### config.mk
export PLATFORM = sky130hd
export DESIGN_NAME = msc_top
export DESIGN_NICKNAME = d
export VERILOG_FILES = /design/src/pkg/msc_pkg.sv /design/src/design/msc_top.sv
export SDC_FILE = /design/constraint.sdc
export NUM_CORES = 1
export LEC_CHECK = 0
export BUFFER_PORTS_ARGS = -buffer_cell sky130_fd_sc_hd__buf_2
export CORE_AREA = 2 2 163 165
export CTS_BUF_LIST = sky130_fd_sc_hd__clkbuf_2
export DETAILED_ROUTE_END_ITERATION = 8
export DIE_AREA = 0 0 165 167
export PLACE_DENSITY = 0.56
export SYNTH_ARGS = -nofsm -noshare
export SYNTH_HDL_FRONTEND = slang
export SYNTH_SLANG_ARGS = --single-unit
### constraint.sdc
create_clock -name clk_sys -period 3.3 [get_ports clk_sys]
set_clock_uncertainty 0.1 [all_clocks]
set_input_delay 0.165 -clock clk_sys [delete_from_list [all_inputs] [get_ports clk_sys]]
set_output_delay 0.165 -clock clk_sys [all_outputs]
set_load 0.01 [all_outputs]
### src/pkg/msc_pkg.sv
/*
  Shared constants for the system control block.
  Assumes one instruction cycle per clk_sys edge.
*/
package msc_pkg;
  // ==========================================
  // Program counter and stack
  localparam logic [10:0] MSC_PC_RESET = 11'h000; // Start address
  localparam logic [10:0] MSC_INT_VECTOR = 11'h0ff; // Interrupt entry
  localparam logic [10:0] MSC_PC_ONE = 11'h001; // Increment step
  // ==========================================
  // Enable register bit positions
  localparam int MSC_EN_SER_MODE = 0; // Counter when set
  localparam int MSC_EN_INT = 1; // Interrupt enable
  localparam int MSC_EN_LDRV = 2; // Parallel port drive
  localparam int MSC_EN_SO = 3; // Serial out enable
  localparam logic [3:0] MSC_EN_RESET = 4'h0;
  localparam logic MSC_SKL_RESET = 1'b1;
  // ==========================================
  // Core write selects
  localparam logic [2:0] MSC_SEL_NONE = 3'h0;
  localparam logic [2:0] MSC_SEL_ACC = 3'h1;
  localparam logic [2:0] MSC_SEL_RAMADR = 3'h2;
  localparam logic [2:0] MSC_SEL_CARRY = 3'h3;
  localparam logic [2:0] MSC_SEL_DOUT = 3'h4;
  localparam logic [2:0] MSC_SEL_GPORT = 3'h5;
  localparam logic [2:0] MSC_SEL_EN = 3'h6;
  localparam logic [2:0] MSC_SEL_Q = 3'h7;
  // ==========================================
  // Oscillator-out pin options
  localparam logic [1:0] MSC_CKO_CRYSTAL = 2'h0;
  localparam logic [1:0] MSC_CKO_HALT_PORT = 2'h1;
  localparam logic [1:0] MSC_CKO_GP_INPUT = 2'h2;
  // ==========================================
  // Pin indices in the sampled group
  localparam int MSC_PIN_INT = 0;
  localparam int MSC_PIN_CS = 1;
  localparam int MSC_PIN_WR = 2;
  localparam int MSC_PIN_RD = 3;
  localparam int MSC_PIN_SI = 4;
  localparam int MSC_PIN_CKO = 5;
  localparam int MSC_PIN_RST = 6;
  localparam int MSC_PIN_IN0 = 7;
  localparam int MSC_NPINS = 8;
  // ==========================================
  // Reset timing count (in instruction cycles), pin-read bit, FIFO size
  localparam logic [1:0] MSC_RESET_MIN_CYC = 2'h3; // Reset low span
  localparam int MSC_ACC_CKO_BIT = 2; // Accumulator bit for pin read
  localparam int MSC_FIFO_W = 8;
  localparam int MSC_FIFO_D = 4;
  // Run state, one-hot
  typedef enum logic [1:0] {
    MSC_RUN = 2'b01,
    MSC_HALT = 2'b10
  } msc_run_t;
endpackage

### src/design/msc_top.sv
/*
  System control of a small 4-bit controller core, plus host write FIFO.
  Assumes the sequencer runs on clk_sys and pulses instr_done per instruction.
*/
// Contract
// - Shift mode: shift from input, gated output
// - Counter mode: output equals enable bit
// - Ack pushes PC+1, vectors, clears enable
// - Ack needs enable, qualified fall, done
// - Ack deferred during transfer or load runs
// - Skip saved on ack, restored on return
// - Read strobe low drives latch to port
// - Strobes act only with select low
// - Write strobe latches port into latch; code queues it in the FIFO, latch loads on host_data_take
// - Port bit 0 is ready, write clears
// - Init after reset low three cycles
// - Init clears registers, sets sync latch
// - Time base: two-bit prescale feeds timer
// - Timer load and reset clear prescaler
// - Event mode counts qualified select falls
// - Halt by instruction or pin, freezes
// - Pin low continues, reset restarts
// - Alternate external clock ignores halt
// - Crystal halt drives pin, reset wakes
// - Halt port pin reflects halt status
// - General input pin read into bit 2
// - Shift left per cycle, count down falls
`timescale 1ns/1ps

// ==========================================
// Small FIFO for host write data
module msc_fifo #(
  parameter int W = 8,
  parameter int D = 4
) (
  // Clock and reset
  input wire logic clk_sys,
  input wire logic rst_n,
  // Fill side
  input wire logic in_valid,
  input wire logic [W-1:0] in_data,
  output logic in_ready,
  // Drain side
  output logic out_valid,
  output logic [W-1:0] out_data,
  input wire logic out_ready
);
  localparam int AW = $clog2(D);
  logic [W-1:0] mem [D]; // Storage words
  logic [AW-1:0] wptr; // Write index
  logic [AW-1:0] rptr; // Read index
  logic [AW:0] count; // Fill level
  logic push;
  logic pop;
  assign push = in_valid && in_ready;
  assign pop = out_valid && out_ready;
  assign in_ready = count != (AW+1)'(D);
  assign out_valid = count != '0;
  assign out_data = mem[rptr];
  // Storage write
  always_ff @(posedge clk_sys) begin
    if (push) begin
      mem[wptr] <= in_data;
    end
  end
  // Pointers and level
  always_ff @(posedge clk_sys or negedge rst_n) begin
    if (!rst_n) begin
      wptr <= '0;
      rptr <= '0;
      count <= '0;
    end else begin
      if (push) begin
        wptr <= (wptr == AW'(D-1)) ? '0 : wptr + AW'(1);
      end
      if (pop) begin
        rptr <= (rptr == AW'(D-1)) ? '0 : rptr + AW'(1);
      end
      count <= count + (AW+1)'(push) - (AW+1)'(pop);
    end
  end
endmodule // msc_fifo

// ==========================================
// System control top
module msc_top (
  // Clock and reset
  input wire logic clk_sys,
  input wire logic rst_n,
  // Mask options
  input wire logic opt_host_bus,
  input wire logic opt_timer_event,
  input wire logic [1:0] opt_cko_mode,
  input wire logic opt_dual_ext,
  // Pins
  input wire logic reset_pin_n,
  input wire logic interrupt_read_strobe_pin,
  input wire logic chip_select_event_pin,
  input wire logic write_strobe_pin,
  input wire logic in0_pin,
  input wire logic serial_in_pin,
  input wire logic osc_out_halt_pin_in,
  output logic osc_out_halt_pin_out,
  output logic osc_out_halt_pin_oe,
  input wire logic int_pin,
  input wire logic [7:0] lport_in,
  output logic [7:0] lport_out,
  output logic lport_oe,
  output logic serial_out,
  output logic sync_clock_out,
  output logic ready_handshake_out,
  // Sequencer
  input wire logic instr_done,
  input wire logic instr_is_transfer,
  input wire logic instr_is_lbi,
  input wire logic instr_jump,
  input wire logic instr_call,
  input wire logic [10:0] jump_addr,
  input wire logic return_instr,
  input wire logic halt_instr,
  input wire logic load_timer_instr,
  input wire logic [7:0] load_timer_data,
  input wire logic exchange_acc_serial_instr,
  input wire logic read_input_latches_instr,
  input wire logic timer_ovf_clear,
  input wire logic skip_pending,
  input wire logic [2:0] core_wr_sel,
  input wire logic [7:0] core_wr_data,
  input wire logic host_ready_set,
  input wire logic host_data_take,
  input wire logic alt_clock_sel,
  // Status
  output logic [10:0] pc,
  output logic int_ack,
  output logic skip_restore,
  output logic [3:0] acc,
  output logic [6:0] ram_addr,
  output logic carry,
  output logic [3:0] dout,
  output logic [3:0] gport,
  output logic [3:0] en,
  output logic [7:0] qlatch,
  output logic [3:0] serial_shift_counter,
  output logic [7:0] timer,
  output logic timer_ovf,
  output logic halted,
  output logic init_active,
  output logic host_fifo_full
);
  import msc_pkg::*;

  // Qualified falling edge: oldest high, two newer lows
  function automatic logic qfall(input logic [2:0] h);
    return h == 3'b100;
  endfunction

  // ==========================================
  // Pin sampling
  logic [MSC_NPINS-1:0] pin_raw; // Raw pins
  logic [MSC_NPINS-1:0] sync1; // First stage, read by sync2 only
  logic [MSC_NPINS-1:0] sync2; // Second stage
  logic [2:0] hist [MSC_NPINS]; // Sample history, bit0 newest
  logic [7:0] l_s1; // Port data first stage
  logic [7:0] l_s2; // Port data second stage
  assign pin_raw = {in0_pin, reset_pin_n, osc_out_halt_pin_in, serial_in_pin,
                    interrupt_read_strobe_pin, write_strobe_pin,
                    chip_select_event_pin, int_pin};
  // Two-stage synchronisers and history
  always_ff @(posedge clk_sys or negedge rst_n) begin
    if (!rst_n) begin
      sync1 <= '1;
      sync2 <= '1;
      l_s1 <= 8'h00;
      l_s2 <= 8'h00;
      for (int i = 0; i < MSC_NPINS; i++) begin
        hist[i] <= 3'h7;
      end
    end else begin
      sync1 <= pin_raw;
      sync2 <= sync1;
      l_s1 <= lport_in;
      l_s2 <= l_s1;
      for (int i = 0; i < MSC_NPINS; i++) begin
        hist[i] <= {hist[i][1:0], sync2[i]};
      end
    end
  end

  // Decoded pin events
  logic int_fall; // Qualified interrupt fall
  logic cs_fall; // Qualified select fall
  logic si_fall; // Qualified serial input fall
  logic in0_fall; // Input 0 fall
  logic wr_fall; // Input 3 fall
  logic host_sel; // Host select level
  logic host_wr; // Host write pulse
  logic host_rd; // Host read level
  logic cko_lvl; // Sampled osc-out pin
  assign int_fall = qfall(hist[MSC_PIN_INT]);
  assign cs_fall = qfall(hist[MSC_PIN_CS]);
  assign si_fall = qfall(hist[MSC_PIN_SI]);
  assign in0_fall = hist[MSC_PIN_IN0][1:0] == 2'b10;
  assign wr_fall = hist[MSC_PIN_WR][1:0] == 2'b10;
  assign host_sel = opt_host_bus && !hist[MSC_PIN_CS][0];
  assign host_wr = host_sel && wr_fall;
  assign host_rd = host_sel && !hist[MSC_PIN_RD][0];
  assign cko_lvl = hist[MSC_PIN_CKO][0];

  // ==========================================
  // Reset pin qualification
  logic [1:0] rst_low_cnt; // Consecutive low cycles
  // Count low samples; init holds once three are seen
  always_ff @(posedge clk_sys or negedge rst_n) begin
    if (!rst_n) begin
      rst_low_cnt <= 2'h0;
      init_active <= 1'b1;
    end else begin
      if (hist[MSC_PIN_RST][0]) begin
        rst_low_cnt <= 2'h0;
        init_active <= 1'b0;
      end else if (rst_low_cnt != MSC_RESET_MIN_CYC) begin
        rst_low_cnt <= rst_low_cnt + 2'h1;
        init_active <= (rst_low_cnt + 2'h1) == MSC_RESET_MIN_CYC;
      end
    end
  end

  // ==========================================
  // Halt control
  msc_run_t run_state; // Run or halt
  logic halt_block; // Alternate external clock in use
  logic halt_req; // Halt request this cycle
  logic halt_port; // Pin is halt port
  assign halt_block = opt_dual_ext && alt_clock_sel;
  assign halt_port = opt_cko_mode == MSC_CKO_HALT_PORT;
  assign halt_req = !halt_block && (halt_instr || (halt_port && cko_lvl));
  // Enter and leave halt; reset restarts
  always_ff @(posedge clk_sys or negedge rst_n) begin
    if (!rst_n) begin
      run_state <= MSC_RUN;
    end else if (init_active) begin
      run_state <= MSC_RUN;
    end else begin
      case (run_state)
        MSC_RUN: begin
          if (halt_req) begin
            run_state <= MSC_HALT;
          end
        end
        MSC_HALT: begin
          if (halt_port && !cko_lvl) begin
            run_state <= MSC_RUN;
          end
        end
        default: begin
          run_state <= MSC_RUN;
        end
      endcase
    end
  end
  assign halted = run_state == MSC_HALT;

  // Osc-out pin drive: halt flag in halt-port and crystal modes
  always_ff @(posedge clk_sys or negedge rst_n) begin
    if (!rst_n) begin
      osc_out_halt_pin_out <= 1'b0;
      osc_out_halt_pin_oe <= 1'b0;
    end else begin
      osc_out_halt_pin_out <= halted;
      osc_out_halt_pin_oe <= opt_cko_mode != MSC_CKO_GP_INPUT;
    end
  end

  // Core, PC, serial, timer and output-latch state advance only while running
  logic go;
  assign go = !halted && !init_active;

  // ==========================================
  // Interrupt, PC and stack
  logic int_pend; // Latched qualified interrupt fall
  logic ack; // Acknowledge this cycle
  logic [10:0] stk [3]; // Return stack, 0 on top
  logic stk_skip [3]; // Saved skip per level
  assign ack = go && instr_done && en[MSC_EN_INT] && int_pend
               && !instr_is_transfer && !instr_is_lbi;
  // Pending interrupt flag; a new fall wins over the clear
  always_ff @(posedge clk_sys or negedge rst_n) begin
    if (!rst_n) begin
      int_pend <= 1'b0;
    end else if (init_active) begin
      int_pend <= 1'b0;
    end else if (int_fall) begin
      int_pend <= 1'b1;
    end else if (ack) begin
      int_pend <= 1'b0;
    end
  end
  // PC update, push on call or ack, pop on return
  always_ff @(posedge clk_sys or negedge rst_n) begin
    if (!rst_n) begin
      pc <= MSC_PC_RESET;
      int_ack <= 1'b0;
      skip_restore <= 1'b0;
      for (int i = 0; i < 3; i++) begin
        stk[i] <= 11'h000;
        stk_skip[i] <= 1'b0;
      end
    end else if (init_active) begin
      pc <= MSC_PC_RESET;
      int_ack <= 1'b0;
      skip_restore <= 1'b0;
    end else begin
      int_ack <= ack;
      skip_restore <= 1'b0;
      if (go && instr_done) begin
        if (ack || instr_call) begin
          stk[0] <= pc + MSC_PC_ONE;
          stk[1] <= stk[0];
          stk[2] <= stk[1];
          stk_skip[0] <= ack && skip_pending;
          stk_skip[1] <= stk_skip[0];
          stk_skip[2] <= stk_skip[1];
          pc <= ack ? MSC_INT_VECTOR : jump_addr;
        end else if (return_instr) begin
          pc <= stk[0];
          skip_restore <= stk_skip[0];
          stk[0] <= stk[1];
          stk[1] <= stk[2];
          stk_skip[0] <= stk_skip[1];
          stk_skip[1] <= stk_skip[2];
        end else if (instr_jump) begin
          pc <= jump_addr;
        end else begin
          pc <= pc + MSC_PC_ONE;
        end
      end
    end
  end

  // ==========================================
  // Core registers
  logic [1:0] in_latch; // Input fall latches
  // Register writes, exchange, input read; ack clears enable
  always_ff @(posedge clk_sys or negedge rst_n) begin
    if (!rst_n) begin
      acc <= 4'h0;
      ram_addr <= 7'h00;
      carry <= 1'b0;
      dout <= 4'h0;
      gport <= 4'h0;
      en <= MSC_EN_RESET;
      in_latch <= 2'h0;
    end else if (init_active) begin
      acc <= 4'h0;
      ram_addr <= 7'h00;
      carry <= 1'b0;
      dout <= 4'h0;
      gport <= 4'h0;
      en <= MSC_EN_RESET;
      in_latch <= 2'h0;
    end else if (go) begin
      case (core_wr_sel)
        MSC_SEL_ACC: acc <= core_wr_data[3:0];
        MSC_SEL_RAMADR: ram_addr <= core_wr_data[6:0];
        MSC_SEL_CARRY: carry <= core_wr_data[0];
        MSC_SEL_DOUT: dout <= core_wr_data[3:0];
        MSC_SEL_GPORT: gport <= core_wr_data[3:0];
        MSC_SEL_EN: en <= core_wr_data[3:0];
        default: begin
        end
      endcase
      if (exchange_acc_serial_instr) begin
        acc <= serial_shift_counter;
      end
      if (read_input_latches_instr) begin
        acc <= {in_latch[1], 1'b0, 1'b0, in_latch[0]};
        if (opt_cko_mode == MSC_CKO_GP_INPUT) begin
          acc[MSC_ACC_CKO_BIT] <= cko_lvl;
        end
      end
      if (ack) begin
        en[MSC_EN_INT] <= 1'b0;
      end
      // Fall on an input wins over the read-clear
      in_latch <= (read_input_latches_instr ? 2'h0 : in_latch)
                  | {wr_fall, in0_fall};
    end
  end

  // ==========================================
  // Serial register and sync clock
  logic sync_clock_latch; // Sync clock latch
  logic sk_phase; // Sync clock toggle
  logic [3:0] next_sio;
  always_comb begin
    next_sio = serial_shift_counter;
    if (!en[MSC_EN_SER_MODE]) begin
      next_sio = {serial_shift_counter[2:0], hist[MSC_PIN_SI][0]};
    end else if (si_fall) begin
      next_sio = serial_shift_counter - 4'h1;
    end
    if (exchange_acc_serial_instr) begin
      next_sio = acc;
    end
  end
  // Serial register, latch and pin outputs
  always_ff @(posedge clk_sys or negedge rst_n) begin
    if (!rst_n) begin
      serial_shift_counter <= 4'h0;
      sync_clock_latch <= MSC_SKL_RESET;
      sk_phase <= 1'b0;
      serial_out <= 1'b0;
      sync_clock_out <= 1'b0;
    end else if (init_active) begin
      sync_clock_latch <= MSC_SKL_RESET;
      sk_phase <= 1'b0;
      serial_out <= 1'b0;
      sync_clock_out <= 1'b0;
    end else if (go) begin
      serial_shift_counter <= next_sio;
      if (exchange_acc_serial_instr) begin
        sync_clock_latch <= carry;
      end
      sk_phase <= !sk_phase;
      if (en[MSC_EN_SER_MODE]) begin
        serial_out <= en[MSC_EN_SO];
        sync_clock_out <= sync_clock_latch;
      end else begin
        serial_out <= en[MSC_EN_SO] && next_sio[3];
        sync_clock_out <= sync_clock_latch && sk_phase;
      end
    end
  end

  // ==========================================
  // Timer
  logic [1:0] prescale; // Time-base prescaler
  logic tick; // Timer increment
  assign tick = opt_timer_event ? cs_fall : (prescale == 2'h3);
  // Timer, prescaler and overflow flag
  always_ff @(posedge clk_sys or negedge rst_n) begin
    if (!rst_n) begin
      prescale <= 2'h0;
      timer <= 8'h00;
      timer_ovf <= 1'b0;
    end else if (init_active) begin
      prescale <= 2'h0;
      timer <= 8'h00;
      timer_ovf <= 1'b0;
    end else if (go) begin
      prescale <= load_timer_instr ? 2'h0 : prescale + 2'h1;
      if (load_timer_instr) begin
        timer <= load_timer_data;
      end else if (tick) begin
        timer <= timer + 8'h01;
      end
      // Overflow set wins over the clear
      if (tick && !load_timer_instr && timer == 8'hff) begin
        timer_ovf <= 1'b1;
      end else if (timer_ovf_clear) begin
        timer_ovf <= 1'b0;
      end
    end
  end

  // ==========================================
  // Host parallel bus
  logic fifo_in_ready; // Space for host write
  logic fifo_out_valid; // Word waiting
  logic [7:0] fifo_out_data; // Head word
  logic fifo_pop; // Drain into latch
  assign fifo_pop = go && host_data_take;
  msc_fifo #(.W(MSC_FIFO_W), .D(MSC_FIFO_D)) u_fifo (
    .clk_sys(clk_sys),
    .rst_n(rst_n),
    .in_valid(host_wr),
    .in_data(l_s2),
    .in_ready(fifo_in_ready),
    .out_valid(fifo_out_valid),
    .out_data(fifo_out_data),
    .out_ready(fifo_pop)
  );
  // Output latch, ready flag and port drive
  always_ff @(posedge clk_sys or negedge rst_n) begin
    if (!rst_n) begin
      qlatch <= 8'h00;
      ready_handshake_out <= 1'b0;
      lport_out <= 8'h00;
      lport_oe <= 1'b0;
      host_fifo_full <= 1'b0;
    end else begin
      host_fifo_full <= !fifo_in_ready;
      lport_out <= qlatch;
      lport_oe <= host_rd || en[MSC_EN_LDRV];
      if (init_active) begin
        ready_handshake_out <= 1'b0;
      end else if (go) begin
        if (fifo_out_valid && fifo_pop) begin
          qlatch <= fifo_out_data;
        end else if (core_wr_sel == MSC_SEL_Q) begin
          qlatch <= core_wr_data;
        end
        if (opt_host_bus) begin
          if (host_wr) begin
            ready_handshake_out <= 1'b0;
          end else if (host_ready_set) begin
            ready_handshake_out <= 1'b1;
          end
        end else begin
          ready_handshake_out <= gport[0];
        end
      end
    end
  end
endmodule // msc_top

==> results of run 1 <==
stage by stage:
step           power [mW]  cell area, um^2
2_1_floorplan        5.38             8940
3_3_place_gp         6.34            10100
3_5_place_dp         6.39            10100
4_1_cts              8.63            12200
5_1_grt              9.17            12200
6_report             8.53            12200
cell type report:
| type | instances | area [um^2] |
|---|---|---|
| antenna | 1 | 2.50 |
| clock buffer | 84 | 420 |
| clock inverter | 22 | 103 |
| fill | 2345 | 13600 |
| inverter | 26 | 97.6 |
| multi-input combinational | 437 | 3310 |
| sequential | 208 | 5410 |
| tap | 335 | 419 |
| timing repair buffer | 312 | 2410 |
where the power goes:
group	total, mW	internal [mW]	switching [mW]
clock network	1.81	0.707	1.11
registers	3.97	3.31	0.661
logic	2.74	1.44	1.31
total	8.53	5.46	3.07
synth_stat cells (all sizes together) (4+ instances only):
master and instances:
inv 26, o21ai 40, o211ai 6, a211oi 5
nand2b 9, a31oi 7, dfrtp 141, a21oi 20
mux4 8, a21o 5, xor2 4, dfstp 35
nand3 18, and2 5, a22o 9, nor3 14
xnor2 6, mux2i 44, o41ai 4, nor2 39
a221oi 6, edfxtp 32, buf 14, nand2 53
o31ai 6, a22oi 5, clkbuf 22, nor4 5
a32o 7, nor2b 6, ha 13, mux2 37
nor3b 5
layer usage:
metal	GRT usage, %	up-vias	routed length (um)
met3	3.96	65	1160
li1	-	3311	-
met5	0	-	0
met1	22.2	3468	10300
met2	28.9	207	11700
met4	7.98	0	835
cell families after synthesis:
kind of cell               Yosys count  synth area share, %
muxes                               89                 11.6
DFF                                208                 60.5
xor gates and xnor gates            10                0.980
buffers and inverters               62                 2.87
adders and majority gates           14                 2.04
and+or+nand+nor                    177                 10.3
AOI/OAI and AO/OA                  147                 11.7
worst max-delay path by stage:
stage,slack (ns),cells past startpoint,endpoint
CTS,0.1,9,pc[2]
global placement,0.80,12,u_fifo.count[2]
detailed placement,0.71,12,u_fifo.count[2]
floorplan,0.67,12,u_fifo.count[2]
finish,0.14,9,pc[2]
global route,0.04,8,pc[1]
sequential cells by signal, summed over array words and instances (netlist names), 11 cells and up:
register,count
hist,15
pc,11
stk,33
u_fifo.mem,32
worst min-delay path, cell delays in order:
cell,delay (ns)
dlygate4sd3_1,0.53
buf_2,0.19
mux2i_1,0.10
nor2_1,0.08
what timing repair did:
item	CTS	global route
setup endpoints to repair	0	2
hold endpoints to repair	281	0
gates resized for setup	0	3
hold buffers	154	0
==> metrics, run 1 <==
run status finished, final reports clean; routed wire length between 20,000 and 25,000 um; worst r2r dst pc[2]; crit path from en[1]; Setup WS post-layout 0.144 ns; die area 27,600 um^2; layout cells sized above 1 roughly a third; Die H 167 um; Layout area overhead 36.1%; Max VDD drop 0.313 mV; Final min period 3.16 ns; Sink Count 208; clk root buf clkbuf_2; first-pass GRT wire length between 30,000 and 40,000 um; synth top area cells dfrtp_1, edfxtp_1, dfstp_2; CTS tree built; Syn. warnings 0; Worst Path Max Fanout 10; IO Pins 143; Worst Setup End Kind flop; commonest non-fill, non-tap cells in the layout dlygate4sd3_1, dfrtp_1, buf_2; HP Class input port to flop; initial drt markers 416; CTS Buffer Depth 3; RSZ-0062 raised after global routing no; crit path cell chain nand4bb_1 -> dlygate4sd3_1 -> buf_4 -> nor3_2 -> dlygate4sd3_1 -> buf_4 -> a21oi_1 -> o21ai_0 -> dlygate4sd3_1; postcts setup bufs 0; worst hold margin 0.161 ns; total negative setup slack 0 ns; antenna violations before repair 2; Most used DFF post-synth dfrtp_1; HPWL Detailed 15,100 um; post-synthesis sequential area ratio 60.5%; WP data required 3.87 ns; worst skew pair latency roughly 0.84 ns; CP bufs+invs 5; flops & latches, synth 208; # rows 59; Final setup violation count 0; period utilization a little over nine tenths; leading area contributor after synthesis dfrtp_1; die width 165 um; top-area cell type share of the netlist area 39.5%; Starting Density between 30% and 40%; Final nets roughly 1,100; WHS Path Cells 4; EDFF count, synth 32; grt total ovfl 0; pre-CTS worst setup slack 0.714 ns; TritonRoute pass-1 iters 5; Reg2Reg Setup Slack between 0.1 and 0.15 ns; worst reg2reg startpoint en[1]; Placed Cells 1,164; CTS H-Tree Depth 2; hold path endpoint dout[3]; Slowest Stage Delay on Critical Path 0.58 ns; final core utilization 47.2%; launch point of the worst hold path core_wr_data[3]; share of flip-flops with an asynchronous set or reset 84.6%; CTS clk-pin slew, worst paths 0.11 ns; slew margin rel. a little over a third; gr usage total 17.7%; total core area about 26,000 um^2; gp weighted congestion roughly 0.8; f_max between 0.3 and 0.4 GHz; Final Hold Fails 0; # Max-Cap Violations 0; DRC 0; Avg Inst Size Synth 12.6 um^2; R2R cell count 9; total CTS buffers 56; Power per Cell Area 701 nW/um^2; post-synthesis cell area approximately 8900 um^2; WS Path Type flop to flop; fin. max-slew vios 0; cell mode on critical path dlygate4sd3_1; Slowest-stage cell, CP dlygate4sd3_1; Port Buffers roughly 140; Final ANT Viol Nets 0; Routed WL per cell 16.9 um; vias in the first global route 7,356; final std cells w/o fill 1,425; Worst-Margin Slew 0.953 ns; startpoint types flop; Vias just over 7,000; WP data arrival 3.72 ns; commonest non-fill, non-tap cell in the layout dlygate4sd3_1; Vias per Instance 4.95; leak pwr roughly 5.5 nW; Synthesized Nets 789; Synth Instances 707; pin count of the biggest net entering global routing 68; Largest delay share family, worst path buffers and inverters; synth unique cells 74
(Power assumes the default switching activity.)
==> run 2, diff against run 1 <==
--- a/config.mk
+++ b/config.mk
@@ -10,7 +10,9 @@
 export CTS_BUF_LIST = sky130_fd_sc_hd__clkbuf_2
 export DETAILED_ROUTE_END_ITERATION = 8
 export DIE_AREA = 0 0 165 167
+export GPL_TIMING_DRIVEN = 0
 export PLACE_DENSITY = 0.56
+export RECOVER_POWER = 25
 export SYNTH_ARGS = -nofsm -noshare
 export SYNTH_HDL_FRONTEND = slang
 export SYNTH_SLANG_ARGS = --single-unit
==> metrics, run 2 (same netlist as run 1, synthesis figures left out) <==
run status finished, final reports clean; WHS Path Cells 4 (unchanged); CTS H-Tree Depth 2 (unchanged); WP data arrival 3.88 ns (+0.16 ns); Clock power frac 22.4% (+1.2 points); Layout area overhead 36.5%; commonest non-fill, non-tap cell in the layout dlygate4sd3_1; RSZ-0062 raised after global routing no; commonest non-fill, non-tap cells in the layout dlygate4sd3_1, buf_2, dfrtp_1; gr usage total 18.2% (+0.53 points); Routed WL per cell 17.1 um (+1.5%); HPWL Detailed 15,800 um (+4.6%); Worst Setup End Kind flop; TritonRoute pass-1 iters 5 (unchanged); top flop regs stk (33), u_fifo.mem (32), hist (15); WS Path Type flop to flop; launch point of the worst hold path core_wr_data[2]; Vias per Instance 4.98 (+0.71%); leak pwr 5.46 nW (unchanged); Worst Path Max Fanout 9 (-1); Final nets 1,144 (+1.9%); WP data required 3.98 ns (+0.11 ns); Slowest Stage Delay on Critical Path 0.60 ns (+0.02 ns); Most flops, register stk; startpoint types flop; GR Layer Usage met2 29.9% (+0.98 points); worst skew pair latency 0.89 ns (+0.05 ns); die area 27,600 um^2 (unchanged); Final setup violation count 0 (unchanged); clk root buf clkbuf_2; CTS tree built; pre-CTS worst setup slack -0.0306 ns (-0.745 ns); fillers 2,371 (+1.1%); hold path endpoint en[2]; fin. max-slew vios 0 (unchanged); CTS clk-pin slew, worst paths 0.10 ns (about the same); Final Hold Fails 0 (unchanged); Setup WS post-layout 0.101 ns (-0.0428 ns); Vias 7,201 (+2.1%); Sw Pwr 3.10 mW (+0.72%); f_max 0.313 GHz (-1.3%); Gate power share 32.3% (about the same); Final min period 3.20 ns (+0.0428 ns); crit path cell chain nor4bb_1 -> clkbuf_4 -> a221oi_1 -> dlygate4sd3_1 -> o21ai_0 -> dlygate4sd3_1 -> a22o_1 -> dlygate4sd3_1; worst r2r dst pc[1]; die width 165 um (unchanged); routed wire length 24,800 um (+2.9%); Worst-Margin Slew 1.19 ns (+0.236 ns); Slowest-stage cell, CP dlygate4sd3_1; slew margin rel. 20.8% (-16 points); P_int 5.52 mW (+1.1%); Power per Cell Area 706 nW/um^2 (+0.66%); Largest delay share family, worst path buffers and inverters; Starting Density 34.7% (unchanged); met3 Use GR 3.79% (-0.17 points); grt total ovfl 0 (unchanged); first-pass GRT wire length 39,300 um (+2.4%); area of the multi-input gates 3280 um^2 (-0.83%); antenna violations before repair 1 (-1); Reg power frac 45.4% (-1.2 points); max reg flops 33 (unchanged); DRC 0 (unchanged); register area 5410 um^2 (about the same); pin count of the biggest net entering global routing 82 (+21%); Die H 167 um (unchanged); IO Pins 143 (unchanged); Sink Count 208 (unchanged); R2R cell count 8 (-1); total CTS buffers 56 (unchanged); layout cells sized above 1 30.3% (-1.4 points); Final ANT Viol Nets 0 (unchanged); GR Layer Usage met1 23.2% (+0.94 points); total core area 25,800 um^2 (unchanged); initial drt markers 375 (-9.9%); Reg2Reg Setup Slack 0.10 ns (-0.04 ns); final core utilization 47.4% (+0.14 points); CTS Buffer Depth 3 (unchanged); # rows 59 (unchanged); period utilization 96.9% (+1.3 points); vias in the first global route 7,376 (+0.27%); Sw Ratio 35.9% (-0.081 points); HP Class input port to flop; Port Buffers 137 (-3.5%); GRT Max-Usage Layer met2; cell mode on critical path dlygate4sd3_1; Max VDD drop 0.329 mV (+4.9%); CP bufs+invs 4 (-1); # Max-Cap Violations 0 (unchanged); gp weighted congestion 0.924 (+13%); worst reg2reg startpoint en[1]
run 2: metal layers:
layer,routed length [um],vias up
li1,-,3356
met1,10700,3552
met2,12100,230
met3,1260,63
met4,673,0
met5,0,-
run 2: per-stage QoR:
| step | std cells | total power, mW | hold WS, ns | setup TNS [ns] | instance area (um^2) |
|---|---|---|---|---|---|
| after floorplan | 707 | 5.38 | -0.231 | 0 | 8940 |
| after global placement | 1179 | 6.36 | 0.171 | -137.61 | 10000 |
| after detailed placement | 1180 | 6.41 | 0.171 | -0.0306 | 10100 |
| after CTS | 1442 | 8.71 | 0.00146 | 0 | 12200 |
| after global routing | 1445 | 9.23 | 0.0330 | 0 | 12200 |
| final | 1445 | 8.61 | 0.112 | 0 | 12200 |
run 2: worst max-delay path by stage:
stage	start	endpoint	slack [ns]	cells after the start
5_1_grt	en[1]	pc[0]	0.008	8
4_1_cts	run_state[0]	u_fifo.count[2]	0.008	12
6_report	en[1]	pc[1]	0.10	8
3_5_place_dp	run_state[0]	u_fifo.count[2]	-0.03	12
3_3_place_gp	rst_n	serial_shift_counter[2]	-0.99	1
2_1_floorplan	run_state[0]	u_fifo.count[2]	0.67	12
run 2: what timing repair did:
item	4_1_cts	5_1_grt
resized for setup	0	3
setup endpoints to repair	0	4
hold buffers	158	0
setup buffers	0	1
hold endpoints to repair	259	0
run 2: power groups by stage:
stage,clock [mW],sequential [mW],combinational [mW]
after CTS,2.03,3.89,2.79
after detailed placement,0,3.94,2.47
after global placement,0,3.94,2.42
final,1.93,3.91,2.78
after global routing,2.17,3.99,3.07
after floorplan,0,3.96,1.43
run 2: cell type report:
cell class	count	area share, %
flip-flops and latches	208	44.3
inverters	26	0.800
diodes	2	0.0410
multi-input cells	437	26.9
clock inverters	18	1.02
repair buffers	297	18.7
clock buffers	86	3.53
well taps	335	3.43
plain buffers	36	1.32
run 2: worst register-to-register path: stages, from the launching register on:
cell,delay (ns)
dfrtp_2,0.46
nor4bb_1,0.15
clkbuf_4,0.18
a221oi_1,0.21
dlygate4sd3_1,0.57
o21ai_0,0.09
dlygate4sd3_1,0.60
a22o_1,0.18
dlygate4sd3_1,0.55
